## src/common/irq_pkg.sv

```systemverilog
package irq_pkg;

  // ****************************************
  // sizes
  // ****************************************
  localparam int NUM_GROUPS    = 4;
  localparam int SRC_PER_GROUP = 4;
  localparam int NUM_SRC       = 16;
  localparam int NUM_PINS      = 3;

  // ****************************************
  // reset values
  // ****************************************
  localparam logic       GIE_RST      = 1'b0;
  localparam logic [15:0] SRC_FLAG_RST = 16'h0000;
  localparam logic [3:0]  GRP_FLAG_RST = 4'h0;
  localparam logic [1:0]  VECTOR_RST   = 2'h0;

  // ****************************************
  // pin event edge modes
  // ****************************************
  localparam logic [1:0] EDGE_RISE = 2'h1;
  localparam logic [1:0] EDGE_FALL = 2'h2;
  localparam logic [1:0] EDGE_BOTH = 2'h3;
  // pin0 external falling edge, pin1 low supply, pin2 comparator change
  localparam logic [5:0] PIN_EDGE_MODES = {EDGE_BOTH, EDGE_RISE, EDGE_FALL};

  // ****************************************
  // types
  // ****************************************
  typedef enum logic [3:0] {
    ST_RUN    = 4'h1,
    ST_IDLE   = 4'h2,
    ST_SLEEP  = 4'h4,
    ST_RESUME = 4'h8
  } pwr_state_t;

  typedef struct packed {
    logic [15:0] src_set;
    logic [15:0] src_clr;
    logic [3:0]  grp_set;
    logic [3:0]  grp_clr;
    logic        gie_wr;
    logic        gie_val;
  } sw_cmd_t;

  typedef struct packed {
    logic [15:0] src_en;
    logic [3:0]  grp_en;
  } en_cfg_t;

  typedef struct packed {
    logic boundary;
    logic stack_full;
    logic subroutine_return_op;
    logic return_from_interrupt_op;
  } core_cmd_t;

endpackage : irq_pkg

```

## src/logic/pin_event_sync.sv

```systemverilog
`timescale 1ns/100ps
module pin_event_sync
  import irq_pkg::*;
#(
  parameter logic [1:0] MODE = EDGE_RISE
) (
  input  wire logic core_clk,
  input  wire logic rstn,
  input  wire logic pin,
  output logic      evt
);

  // ****************************************
  // two-stage synchroniser and edge detect
  // ****************************************
  logic       meta;
  logic       sync;
  logic       prev;
  logic [1:0] fill;

  always_ff @(posedge core_clk) begin
    if (!rstn) begin
      meta <= 1'b0;
      sync <= 1'b0;
      prev <= 1'b0;
      fill <= 2'h0;
      evt  <= 1'b0;
    end else begin
      meta <= pin;
      sync <= meta;
      prev <= sync;
      // no edge until all three stages (meta, sync, prev) hold real pin levels
      fill <= (fill == 2'h3) ? fill : fill + 2'h1;
      evt  <= (fill == 2'h3) & ((MODE[0] & sync & ~prev) | (MODE[1] & ~sync & prev));
    end
  end

endmodule : pin_event_sync

```

## src/logic/irq_wake_ctrl.sv

```systemverilog
`timescale 1ns/100ps
// Operation
// rising request flag wakes sleep or idle
// wake ignores all enable bits
// flags writable; already-set flag cannot wake
// pin, supply, comparator flags set while stopped
// enables block service only; flags stay set
// service clears group flag only
// entry pushes program counter only
// interrupt return pops and sets global enable
// plain return pops, global enable unchanged
// taking interrupt clears global enable
// vector needs flag, all enables, stack room
// wake resumes; vector only if enabled
module irq_wake_ctrl
  import irq_pkg::*;
(
  input  wire logic                  core_clk,
  input  wire logic                  rstn,
  input  wire logic [NUM_SRC-1:0]    src_evt,
  input  wire logic [NUM_PINS-1:0]   wake_pin,
  input  wire sw_cmd_t               sw,
  input  wire en_cfg_t               en,
  input  wire core_cmd_t             core,
  input  wire logic                  halt_req,
  input  wire logic                  halt_idle,
  output logic [NUM_SRC-1:0]         src_flags,
  output logic [NUM_GROUPS-1:0]      group_request_flags,
  output logic                       global_int_enable,
  output logic                       int_take,
  output logic [1:0]                 int_vector,
  output logic                       push_pc,
  output logic                       pop_pc,
  output logic                       wake,
  output logic                       sys_clk_run,
  output logic                       cpu_run,
  output pwr_state_t                 power_state
);

  // ****************************************
  // pin event capture
  // ****************************************
  logic [NUM_PINS-1:0] pin_evt;

  genvar gp;
  generate
    for (gp = 0; gp < NUM_PINS; gp++) begin : g_pin
      pin_event_sync #(
        .MODE (PIN_EDGE_MODES[2*gp +: 2])
      ) u_sync (
        .core_clk (core_clk),
        .rstn     (rstn),
        .pin      (wake_pin[gp]),
        .evt      (pin_evt[gp])
      );
    end
  endgenerate

  // ****************************************
  // source request flags
  // ****************************************
  logic [NUM_SRC-1:0] src_set;

  always_comb begin
    src_set = src_evt | sw.src_set;
    src_set[NUM_PINS-1:0] = src_set[NUM_PINS-1:0] | pin_evt;
  end

  always_ff @(posedge core_clk) begin
    if (!rstn) begin
      src_flags <= SRC_FLAG_RST;
    end else begin
      src_flags <= (src_flags & ~sw.src_clr) | src_set;
    end
  end

  // ****************************************
  // service decision
  // ****************************************
  logic [NUM_GROUPS-1:0] member_any;
  logic [NUM_GROUPS-1:0] member_ok;
  logic [NUM_GROUPS-1:0] member_prev;
  logic [NUM_GROUPS-1:0] eligible;
  logic                  take;
  logic [1:0]            take_vec;
  logic [NUM_GROUPS-1:0] take_clr;

  genvar gg;
  generate
    for (gg = 0; gg < NUM_GROUPS; gg++) begin : g_grp
      assign member_any[gg] = |src_flags[gg*SRC_PER_GROUP +: SRC_PER_GROUP];
      assign member_ok[gg]  = |(src_flags[gg*SRC_PER_GROUP +: SRC_PER_GROUP]
                               & en.src_en[gg*SRC_PER_GROUP +: SRC_PER_GROUP]);
      assign eligible[gg]   = group_request_flags[gg] & en.grp_en[gg] & member_ok[gg]
                              & global_int_enable & ~core.stack_full;
    end
  endgenerate

  always_comb begin
    take     = 1'b0;
    take_vec = VECTOR_RST;
    take_clr = '0;
    if (power_state == ST_RUN && core.boundary && !int_take) begin
      for (int i = NUM_GROUPS - 1; i >= 0; i--) begin
        if (eligible[i]) begin
          take     = 1'b1;
          take_vec = 2'(i);
        end
      end
    end
    if (take) begin
      take_clr[take_vec] = 1'b1;
    end
  end

  // ****************************************
  // group request flags
  // ****************************************
  logic [NUM_GROUPS-1:0] grp_set;

  assign grp_set = (member_any & ~member_prev) | sw.grp_set;

  always_ff @(posedge core_clk) begin
    if (!rstn) begin
      member_prev         <= GRP_FLAG_RST;
      group_request_flags <= GRP_FLAG_RST;
    end else begin
      member_prev         <= member_any;
      group_request_flags <= (group_request_flags & ~(sw.grp_clr | take_clr))
                             | grp_set;
    end
  end

  // ****************************************
  // global enable and stack strobes
  // ****************************************
  always_ff @(posedge core_clk) begin
    if (!rstn) begin
      global_int_enable <= GIE_RST;
    end else if (take) begin
      global_int_enable <= 1'b0;
    end else if (core.return_from_interrupt_op) begin
      global_int_enable <= 1'b1;
    end else if (sw.gie_wr) begin
      global_int_enable <= sw.gie_val;
    end
  end

  always_ff @(posedge core_clk) begin
    if (!rstn) begin
      int_take   <= 1'b0;
      int_vector <= VECTOR_RST;
      push_pc    <= 1'b0;
      pop_pc     <= 1'b0;
    end else begin
      int_take   <= take;
      int_vector <= take ? take_vec : int_vector;
      push_pc    <= take;
      pop_pc     <= core.return_from_interrupt_op | core.subroutine_return_op;
    end
  end

  // ****************************************
  // power-down and wake-up
  // ****************************************
  logic [NUM_SRC+NUM_GROUPS-1:0] all_flags;
  logic [NUM_SRC+NUM_GROUPS-1:0] flags_prev;
  logic                          rise_any;
  pwr_state_t                    next_state;

  assign all_flags = {group_request_flags, src_flags};
  assign rise_any  = |(all_flags & ~flags_prev);

  always_comb begin
    next_state = power_state;
    unique case (power_state)
      ST_RUN: begin
        if (halt_req) begin
          next_state = halt_idle ? ST_IDLE : ST_SLEEP;
        end
      end
      ST_IDLE, ST_SLEEP: begin
        if (rise_any) begin
          next_state = ST_RESUME;
        end
      end
      ST_RESUME: begin
        next_state = ST_RUN;
      end
      default: begin
        next_state = ST_RUN;
      end
    endcase
  end

  always_ff @(posedge core_clk) begin
    if (!rstn) begin
      flags_prev  <= '0;
      power_state <= ST_RUN;
      wake        <= 1'b0;
      sys_clk_run <= 1'b1;
      cpu_run     <= 1'b1;
    end else begin
      flags_prev  <= all_flags;
      power_state <= next_state;
      wake        <= (next_state == ST_RESUME);
      sys_clk_run <= (next_state != ST_SLEEP);
      cpu_run     <= (next_state == ST_RUN);
    end
  end
endmodule : irq_wake_ctrl

```

## config.mk

```make
export PLATFORM = sky130hd
export DESIGN_NAME = irq_wake_ctrl
export DESIGN_NICKNAME = d
export VERILOG_FILES = /design/src/common/irq_pkg.sv /design/src/logic/pin_event_sync.sv /design/src/logic/irq_wake_ctrl.sv
export SDC_FILE = /design/constraint.sdc
export NUM_CORES = 1
export LEC_CHECK = 0
export CAP_MARGIN = 30
export CELL_PAD_IN_SITES_DETAIL_PLACEMENT = 0
export CELL_PAD_IN_SITES_GLOBAL_PLACEMENT = 2
export CORE_ASPECT_RATIO = 2
export CORE_MARGIN = 2
export CORE_UTILIZATION = 38
export CTS_BUF_LIST = sky130_fd_sc_hd__clkbuf_2 sky130_fd_sc_hd__clkbuf_4 sky130_fd_sc_hd__clkbuf_8
export CTS_CLUSTER_DIAMETER = 60
export DETAILED_ROUTE_END_ITERATION = 10
export DONT_BUFFER_PORTS = 1
export PLACE_DENSITY = 0.8
export SYNTH_ARGS = -nofsm -noshare
export SYNTH_HDL_FRONTEND = slang
export SYNTH_SLANG_ARGS = --single-unit
```

## constraint.sdc

```tcl
create_clock -name core_clk -period 1.8 [get_ports core_clk]
set_input_delay 0 -clock core_clk [delete_from_list [all_inputs] [get_ports core_clk]]
set_output_delay 0 -clock core_clk [all_outputs]
set_load 0.005 [all_outputs]
```

======== Yosys cells after proc, flatten, opt, wreduce, memory -nomap -nowiden ========
Index checks and enable logic that the tools add are counted.
operators by class
  reduce and logical (&&, ||, !) cells .... 16
  bitwise logic cells ..................... 49
  mux-type cells .......................... 19
  equal/unequal tests ..................... 9
  divide/modulo/power cells ............... 0
  shift operators ......................... 0
  multipliers ............................. 0
  add/subtract/negate cells ............... 3
  $lt $le $gt $ge ......................... 2
operator list
  cell                                                    number
  bitwise OR 16 bit                                       2
  OR reduction 4 bit                                      8
  AND 4 bit                                               6
  AND 1 bit                                               23
  AND 20 bit                                              1
  NOT 20 bit                                              1
  OR reduction 20 bit                                     1
  AND 16 bit                                              1
  NOT 16 bit                                              1
  2-to-1 mux 4 bit                                        3
  bitwise OR 4 bit                                        3
  2-to-1 mux 2 bit                                        5
  equality test 4 x 1 -> 1 bit (second input constant)    2
  2-to-1 mux 1 bit                                        8
  NOT 4 bit                                               2
  case mux 4 bit (2 select lines)                         1
  adder 2 x 1 -> 2 bit (second input constant)            3
  equality test 2 bit (second input constant)             3
  NOT 1 bit                                               6
  equality test 4 x 2 -> 1 bit (second input constant)    1
  equality test 4 x 3 -> 1 bit (second input constant)    1
  equality test 4 bit (second input constant)             1
  inequality test 4 x 3 -> 1 bit (second input constant)  1
  OR reduction 2 bit                                      2
  other kinds (9)                                         12
storage, ports and cells
  output and inout port bits .............. 33
  bits in writable memories ............... 0
  word-level logic and storage cells ...... 125
  bits in registers ....................... 74
  latch bits .............................. 0
  memory bits (read-only) ................. 0
  memories ................................ 0

======== Logic depth before layout (Yosys ltp) ========
  depth after elaboration ................. 19
  mapped depth ............................ 4
  gate-level depth less buffers ........... 4

======== By module ========
Synthesis repeated with hierarchy kept, for this count alone.
unflattened totals
  cells, all modules ...................... 272
  area, all modules ....................... 2,817.7 sq um
modules (own cells, without submodules)
  module                            area each (sq um)  times used  cells each
  irq_wake_ctrl                     2,230.9            1           226
  pin_event_sync (g_pin[2].u_sync)  198.9              1           16
  pin_event_sync (g_pin[1].u_sync)  195.2              1           15
  pin_event_sync (g_pin[0].u_sync)  192.7              1           15

======== Worst setup path after synthesis ========
Ideal clock, no wire load.
  path type ............................... flip-flop to flip-flop
  start point ............................. register src_flags[0]
  end point ............................... register group_request_flags[0]
  cell stages (with the launch flop) ...... 5
  clock period less this slack ............ 1.327 ns
  path buffers ............................ 0
  setup slack ............................. 0.473 ns
  data required time ...................... 1.680 ns
  library setup time ...................... 0.120 ns
  arrival time ............................ 1.208 ns
  cell sequence ........................... dfxtp_1 -> a22oi_2 -> a211oi_4 -> a211oi_1 -> o31a_1
on the way
  longest elaborated chain between the ends .. 16
ends and longest elaborated chain
  element                                                                                                                  RTL line              text
  start: declaration                                                                                                       irq_wake_ctrl.sv:27   output logic [NUM_SRC-1:0] src_flags,
  start signal: assignment                                                                                                 irq_wake_ctrl.sv:73   src_flags <= (src_flags & ~sw.src_clr) | src_set;
  AND 4 bit                                                                                                                irq_wake_ctrl.sv:93   & en.src_en[gg*SRC_PER_GROUP +: SRC_PER_GROUP]);
  OR reduction 4 bit                                                                                                       irq_wake_ctrl.sv:92   assign member_ok[gg] = |(src_flags[gg*SRC_PER_GROUP +: SRC_PER_GROUP]
  AND 1 bit                                                                                                                irq_wake_ctrl.sv:94   assign eligible[gg] = group_request_flags[gg] & en.grp_en[gg] & member_ok[gg]
  AND 1 bit (2 in series)                                                                                                  irq_wake_ctrl.sv:95   & global_int_enable & ~core.stack_full;
  2-to-1 mux 2 bit                                                                                                         irq_wake_ctrl.sv:105  if (eligible[i]) begin
  2-to-1 mux 2 bit                                                                                                         irq_wake_ctrl.sv:103  if (power_state == ST_RUN && core.boundary && !int_take) begin
  less-than comparator 2 x 3 -> 1 bit (not written as such) or greater-or-equal comparator 2 x 1 -> 1 bit (tied branches)  irq_wake_ctrl.sv:112  take_clr[take_vec] = 1'b1;
  logical AND 1 bit (not written as such)                                                                                  irq_wake_ctrl.sv:112
  2-to-1 mux 1 bit (not written as such)                                                                                   irq_wake_ctrl.sv:112
  demux 1 bit (select 2 bit)                                                                                               irq_wake_ctrl.sv:112
  2-to-1 mux 4 bit                                                                                                         irq_wake_ctrl.sv:111  if (take) begin
  bitwise OR 4 bit                                                                                                         irq_wake_ctrl.sv:129  group_request_flags <= (group_request_flags & ~(sw.grp_clr | take_clr))
  NOT 4 bit                                                                                                                irq_wake_ctrl.sv:129
  AND 4 bit                                                                                                                irq_wake_ctrl.sv:129
  bitwise OR 4 bit *                                                                                                       irq_wake_ctrl.sv:130  | grp_set;
  end signal: assignment                                                                                                   irq_wake_ctrl.sv:129
  end: declaration                                                                                                         irq_wake_ctrl.sv:28   output logic [NUM_GROUPS-1:0] group_request_flags,
Every way passes the cells marked *; elsewhere a longest branch is shown, timed or not.
A chain may end at the register's enable or synchronous reset.

======== Final worst setup path ========
  start point ............................. input src_evt[11]
  end point ............................... register src_flags[11]
on the way
  longest elaborated chain between the ends .. 2
ends and longest elaborated chain
  element             RTL line             text
  start: declaration  irq_wake_ctrl.sv:20  input wire logic [NUM_SRC-1:0] src_evt,
  bitwise OR 16 bit   irq_wake_ctrl.sv:65  src_set = src_evt | sw.src_set;
  bitwise OR 16 bit   irq_wake_ctrl.sv:73
No other way between the ends.

==> flow_summary.toml <==
[final_layout]
drive_gt1_frac = 0.0936
final_common_cell = "dfxtp_1"
mostFrequentLayoutCells = "dfxtp_1, dlygate4sd3_1, and2_1, nor2b_1, nor2_1"
fillers = 693
antenna_cells = 0
fin_area_um2 = 3690
utilization = 0.507
syn2layout_area_growth_pct = 30.3
nets = 430

[synthesis]
synth_edf_count = 0
async_flop_share = 0
synthCells = 275
seq_area_frac_synth = 0.523
avgSynthCellArea_um2 = 10.3
syn_area_um2 = 2830
ys_warn_count = 0
syn-num-nets = 367
ys_seq_elements = 74
ys.flop_type = "dfxtp_1"
synth_cell_types = 47

[worst_hold_path]
whs_endpoint = "group_request_flags[1]"
hold_path_class = "in -> reg"
holdPathStages = 4
hp-start = "en[0]"

[detailed_routing]
drc = 0
via_count = 2228
wl_mm = 7.32
firstDrtPassIters = 4
drt_iter0_markers = 115
drtAntennaViolNets = 0
wl_per_cell_um = 16.9
via_per_inst = 5.13

[sta]
fin_ws_ns = 0.115
rsz0062_at_grt = "false"
finalMaxSlewViolations = 0
finalCritPeriodShare = 0.936
fin_crit_ns = 1.68
clock_skew_ns = 0.00582
fmax_mhz = 594
setup_viol = 0
finalHoldViolCount = 0
worstMarginPinSlew_ns = 0.550
slew_headroom = 0.630
setup-tns-final_ns = 0

[job]
cap_violations = 0

[setup_path]
path_class = "in -> reg"
worstPathMaxFanout = 1
r2r-end = "global_int_enable"
cp_common_cell = "dlygate4sd3_1"
regToRegSetupSlack_ns = 0.15
worstRegToRegCells = 4
crit_slowest_cell = "dlygate4sd3_1"
cp-start-kind = "primary input"
critical_path_arrival_ns = 1.93
startpoint = "src_evt[11]"
end_kind = "flop"
cpPeakStageDelay_ns = 0.55
r2r-start = "global_int_enable"
path_cells = "dlygate4sd3_1, nor2_1, dlygate4sd3_1, o21ai_0, dlygate4sd3_1, and2_1"
crit_required_ns = 2.05

[floorplan]
core_area_um2 = 7270
die_area_um2 = 8200
die_height_um = 126
fp.dieW_um = 65.0
num_rows = 44
start_util = 0.389
pin_count = 122

[pwr]
seqPwrFrac = 0.534
leakagePower_nw = 1.48
power_density_nw_per_um2 = 938
p_int_mw = 2.59
max-vdd-ir-drop_mv = 0.555
combPwrFrac = 0.132
power_frac_clock = 0.334
swShare = 0.250
power_mw = 3.46
p_sw_mw = 0.865

[clock_network]
cts_tree = "built"
cts.sinks = 74
cts_root_buf = "clkbuf_8"
numCtsBuffers = 9
clk_pin_slew_ns = 0.07
htree_levels = 3
clock_latency_ns = 0.35
cts_buffer_depth = 2

[placed_design]
place_congestion = 0.769
dp_worst_setup_slack_ns = 0.0543
place_area_um2 = 2960
port_buffers = 0
hpwl_mm = 5.22

[outcome]
status = "completed"

[global_route]
overflow = 0
grt_max_degree = 67
grt_pass1_wl_mm = 11.2
first_global_vias = 2259
track_usage = 0.184
antenna_found_initial = 0
-- registers in the layout, summed over array words and instances (netlist names) --
name	cells
int_vector	2
global_int_enable	1
g_pin.u_sync.fill	6
group_request_flags	4
g_pin.u_sync.sync	3
cpu_run	1
pop_pc	1
sys_clk_run	1
g_pin.u_sync.prev	3
g_pin.u_sync.meta	3
wake	1
power_state	4
flags_prev	20
src_flags	16
member_prev	4
push_pc	1
g_pin.u_sync.evt	3
-- through the flow --
step           cells  hold WS [ns]
6_report         434        0.0445
5_1_grt          434        0.0552
4_1_cts          434        0.0373
3_5_place_dp     365         0.109
3_3_place_gp     365         0.109
2_1_floorplan    275         0.105
-- worst max-delay path by stage --
stage                             end  slack, ns  cells after the start
3_3_place_gp        global_int_enable       0.16                      4
4_1_cts             global_int_enable       0.03                      4
5_1_grt                 int_vector[0]       0.02                      4
2_1_floorplan  group_request_flags[0]       0.47                      4
3_5_place_dp        global_int_enable       0.05                      4
6_report                src_flags[11]       0.12                      6
-- cell usage after synthesis, types with 2 or more instances --
cell / instances / area (um^2)
dfxtp_1: 74 / 1480
and2_1: 32 / 200
nor2b_1: 19 / 119
nor2_1: 18 / 67.6
inv_1: 14 / 52.6
o31a_1: 13 / 114
nand2b_1: 9 / 56.3
clkbuf_1: 7 / 26.3
nand2_1: 7 / 26.3
nor4_1: 6 / 37.5
o22ai_1: 5 / 31.3
a22oi_1: 4 / 30.0
a22oi_2: 4 / 50.1
o21ai_0: 4 / 20.0
o21ai_1: 4 / 20.0
a211oi_1: 3 / 22.5
ha_1: 3 / 37.5
mux2i_1: 3 / 30.0
nand3_1: 3 / 15.0
o2111ai_1: 3 / 26.3
o31ai_1: 3 / 22.5
o41a_1: 3 / 33.8
xnor2_1: 3 / 26.3
a211o_1: 2 / 17.5
a21boi_1: 2 / 15.0
a21oi_1: 2 / 10.0
a41o_1: 2 / 20.0
and3_1: 2 / 12.5
or2b_1: 2 / 15.0
xor2_1: 2 / 17.5
-- cell families (layout without fill, tap and decap cells) --
kind of cell / count (synthesis) / after routing / share of synthesized area
AO/OA/AOI/OAI: 62 / 62 / 0.183
XOR/XNOR: 5 / 5 / 0.0155
adder cells (fa/ha/maj): 3 / 3 / 0.0133
buffers and inverters: 22 / 89 / 0.0305
flip-flops: 74 / 74 / 0.523
multiplexers: 4 / 4 / 0.0146
AND/OR/NAND/NOR: 105 / 105 / 0.220
-- power groups by stage --
stage	registers (mW)	clock network, mW	logic (mW)
after CTS	1.85	1.19	0.462
after floorplan	1.86	0	0.266
after detailed placement	1.89	0	0.335
final	1.85	1.16	0.456
after global routing	1.86	1.25	0.508
after global placement	1.88	0	0.325
-- worst max-delay path, delay by kind of cell --
family	cells	cell delay, ns
AOI/OAI and AO/OA	1	0.07
and+or+nand+nor	2	0.24
buffers and inverters	3	1.62
-- layout make-up --
class	instances	area (um^2)	area share
multi-input cells	179	1270	0.344
clock inverters	3	15.0	0.00407
well taps	92	115	0.0312
inverters	14	52.6	0.0143
clock buffers	12	159	0.0431
repair buffers	60	596	0.162
flip-flops and latches	74	1480	0.402
-- metal layers --
| layer | global-route usage | vias to the layer above | routed length, um | share of wire |
|---|---|---|---|---|
| met2 | 0.338 | 78 | 4060 | 0.56 |
| met4 | 0.0882 | 0 | 195 | 0.027 |
| li1 | - | 1092 | - | - |
| met3 | 0.0598 | 15 | 422 | 0.058 |
| met1 | 0.177 | 1043 | 2640 | 0.36 |
| met5 | 0 | - | 0 | 0 |
-- repair_timing --
item,4_1_cts,5_1_grt
resized for setup,0,1
hold buffers,54,0
setup buffers,0,0
endpoints found under the setup margin,0,1
endpoints found under the hold margin,72,0
No activity file was read; power rests on OpenSTA's default activity.
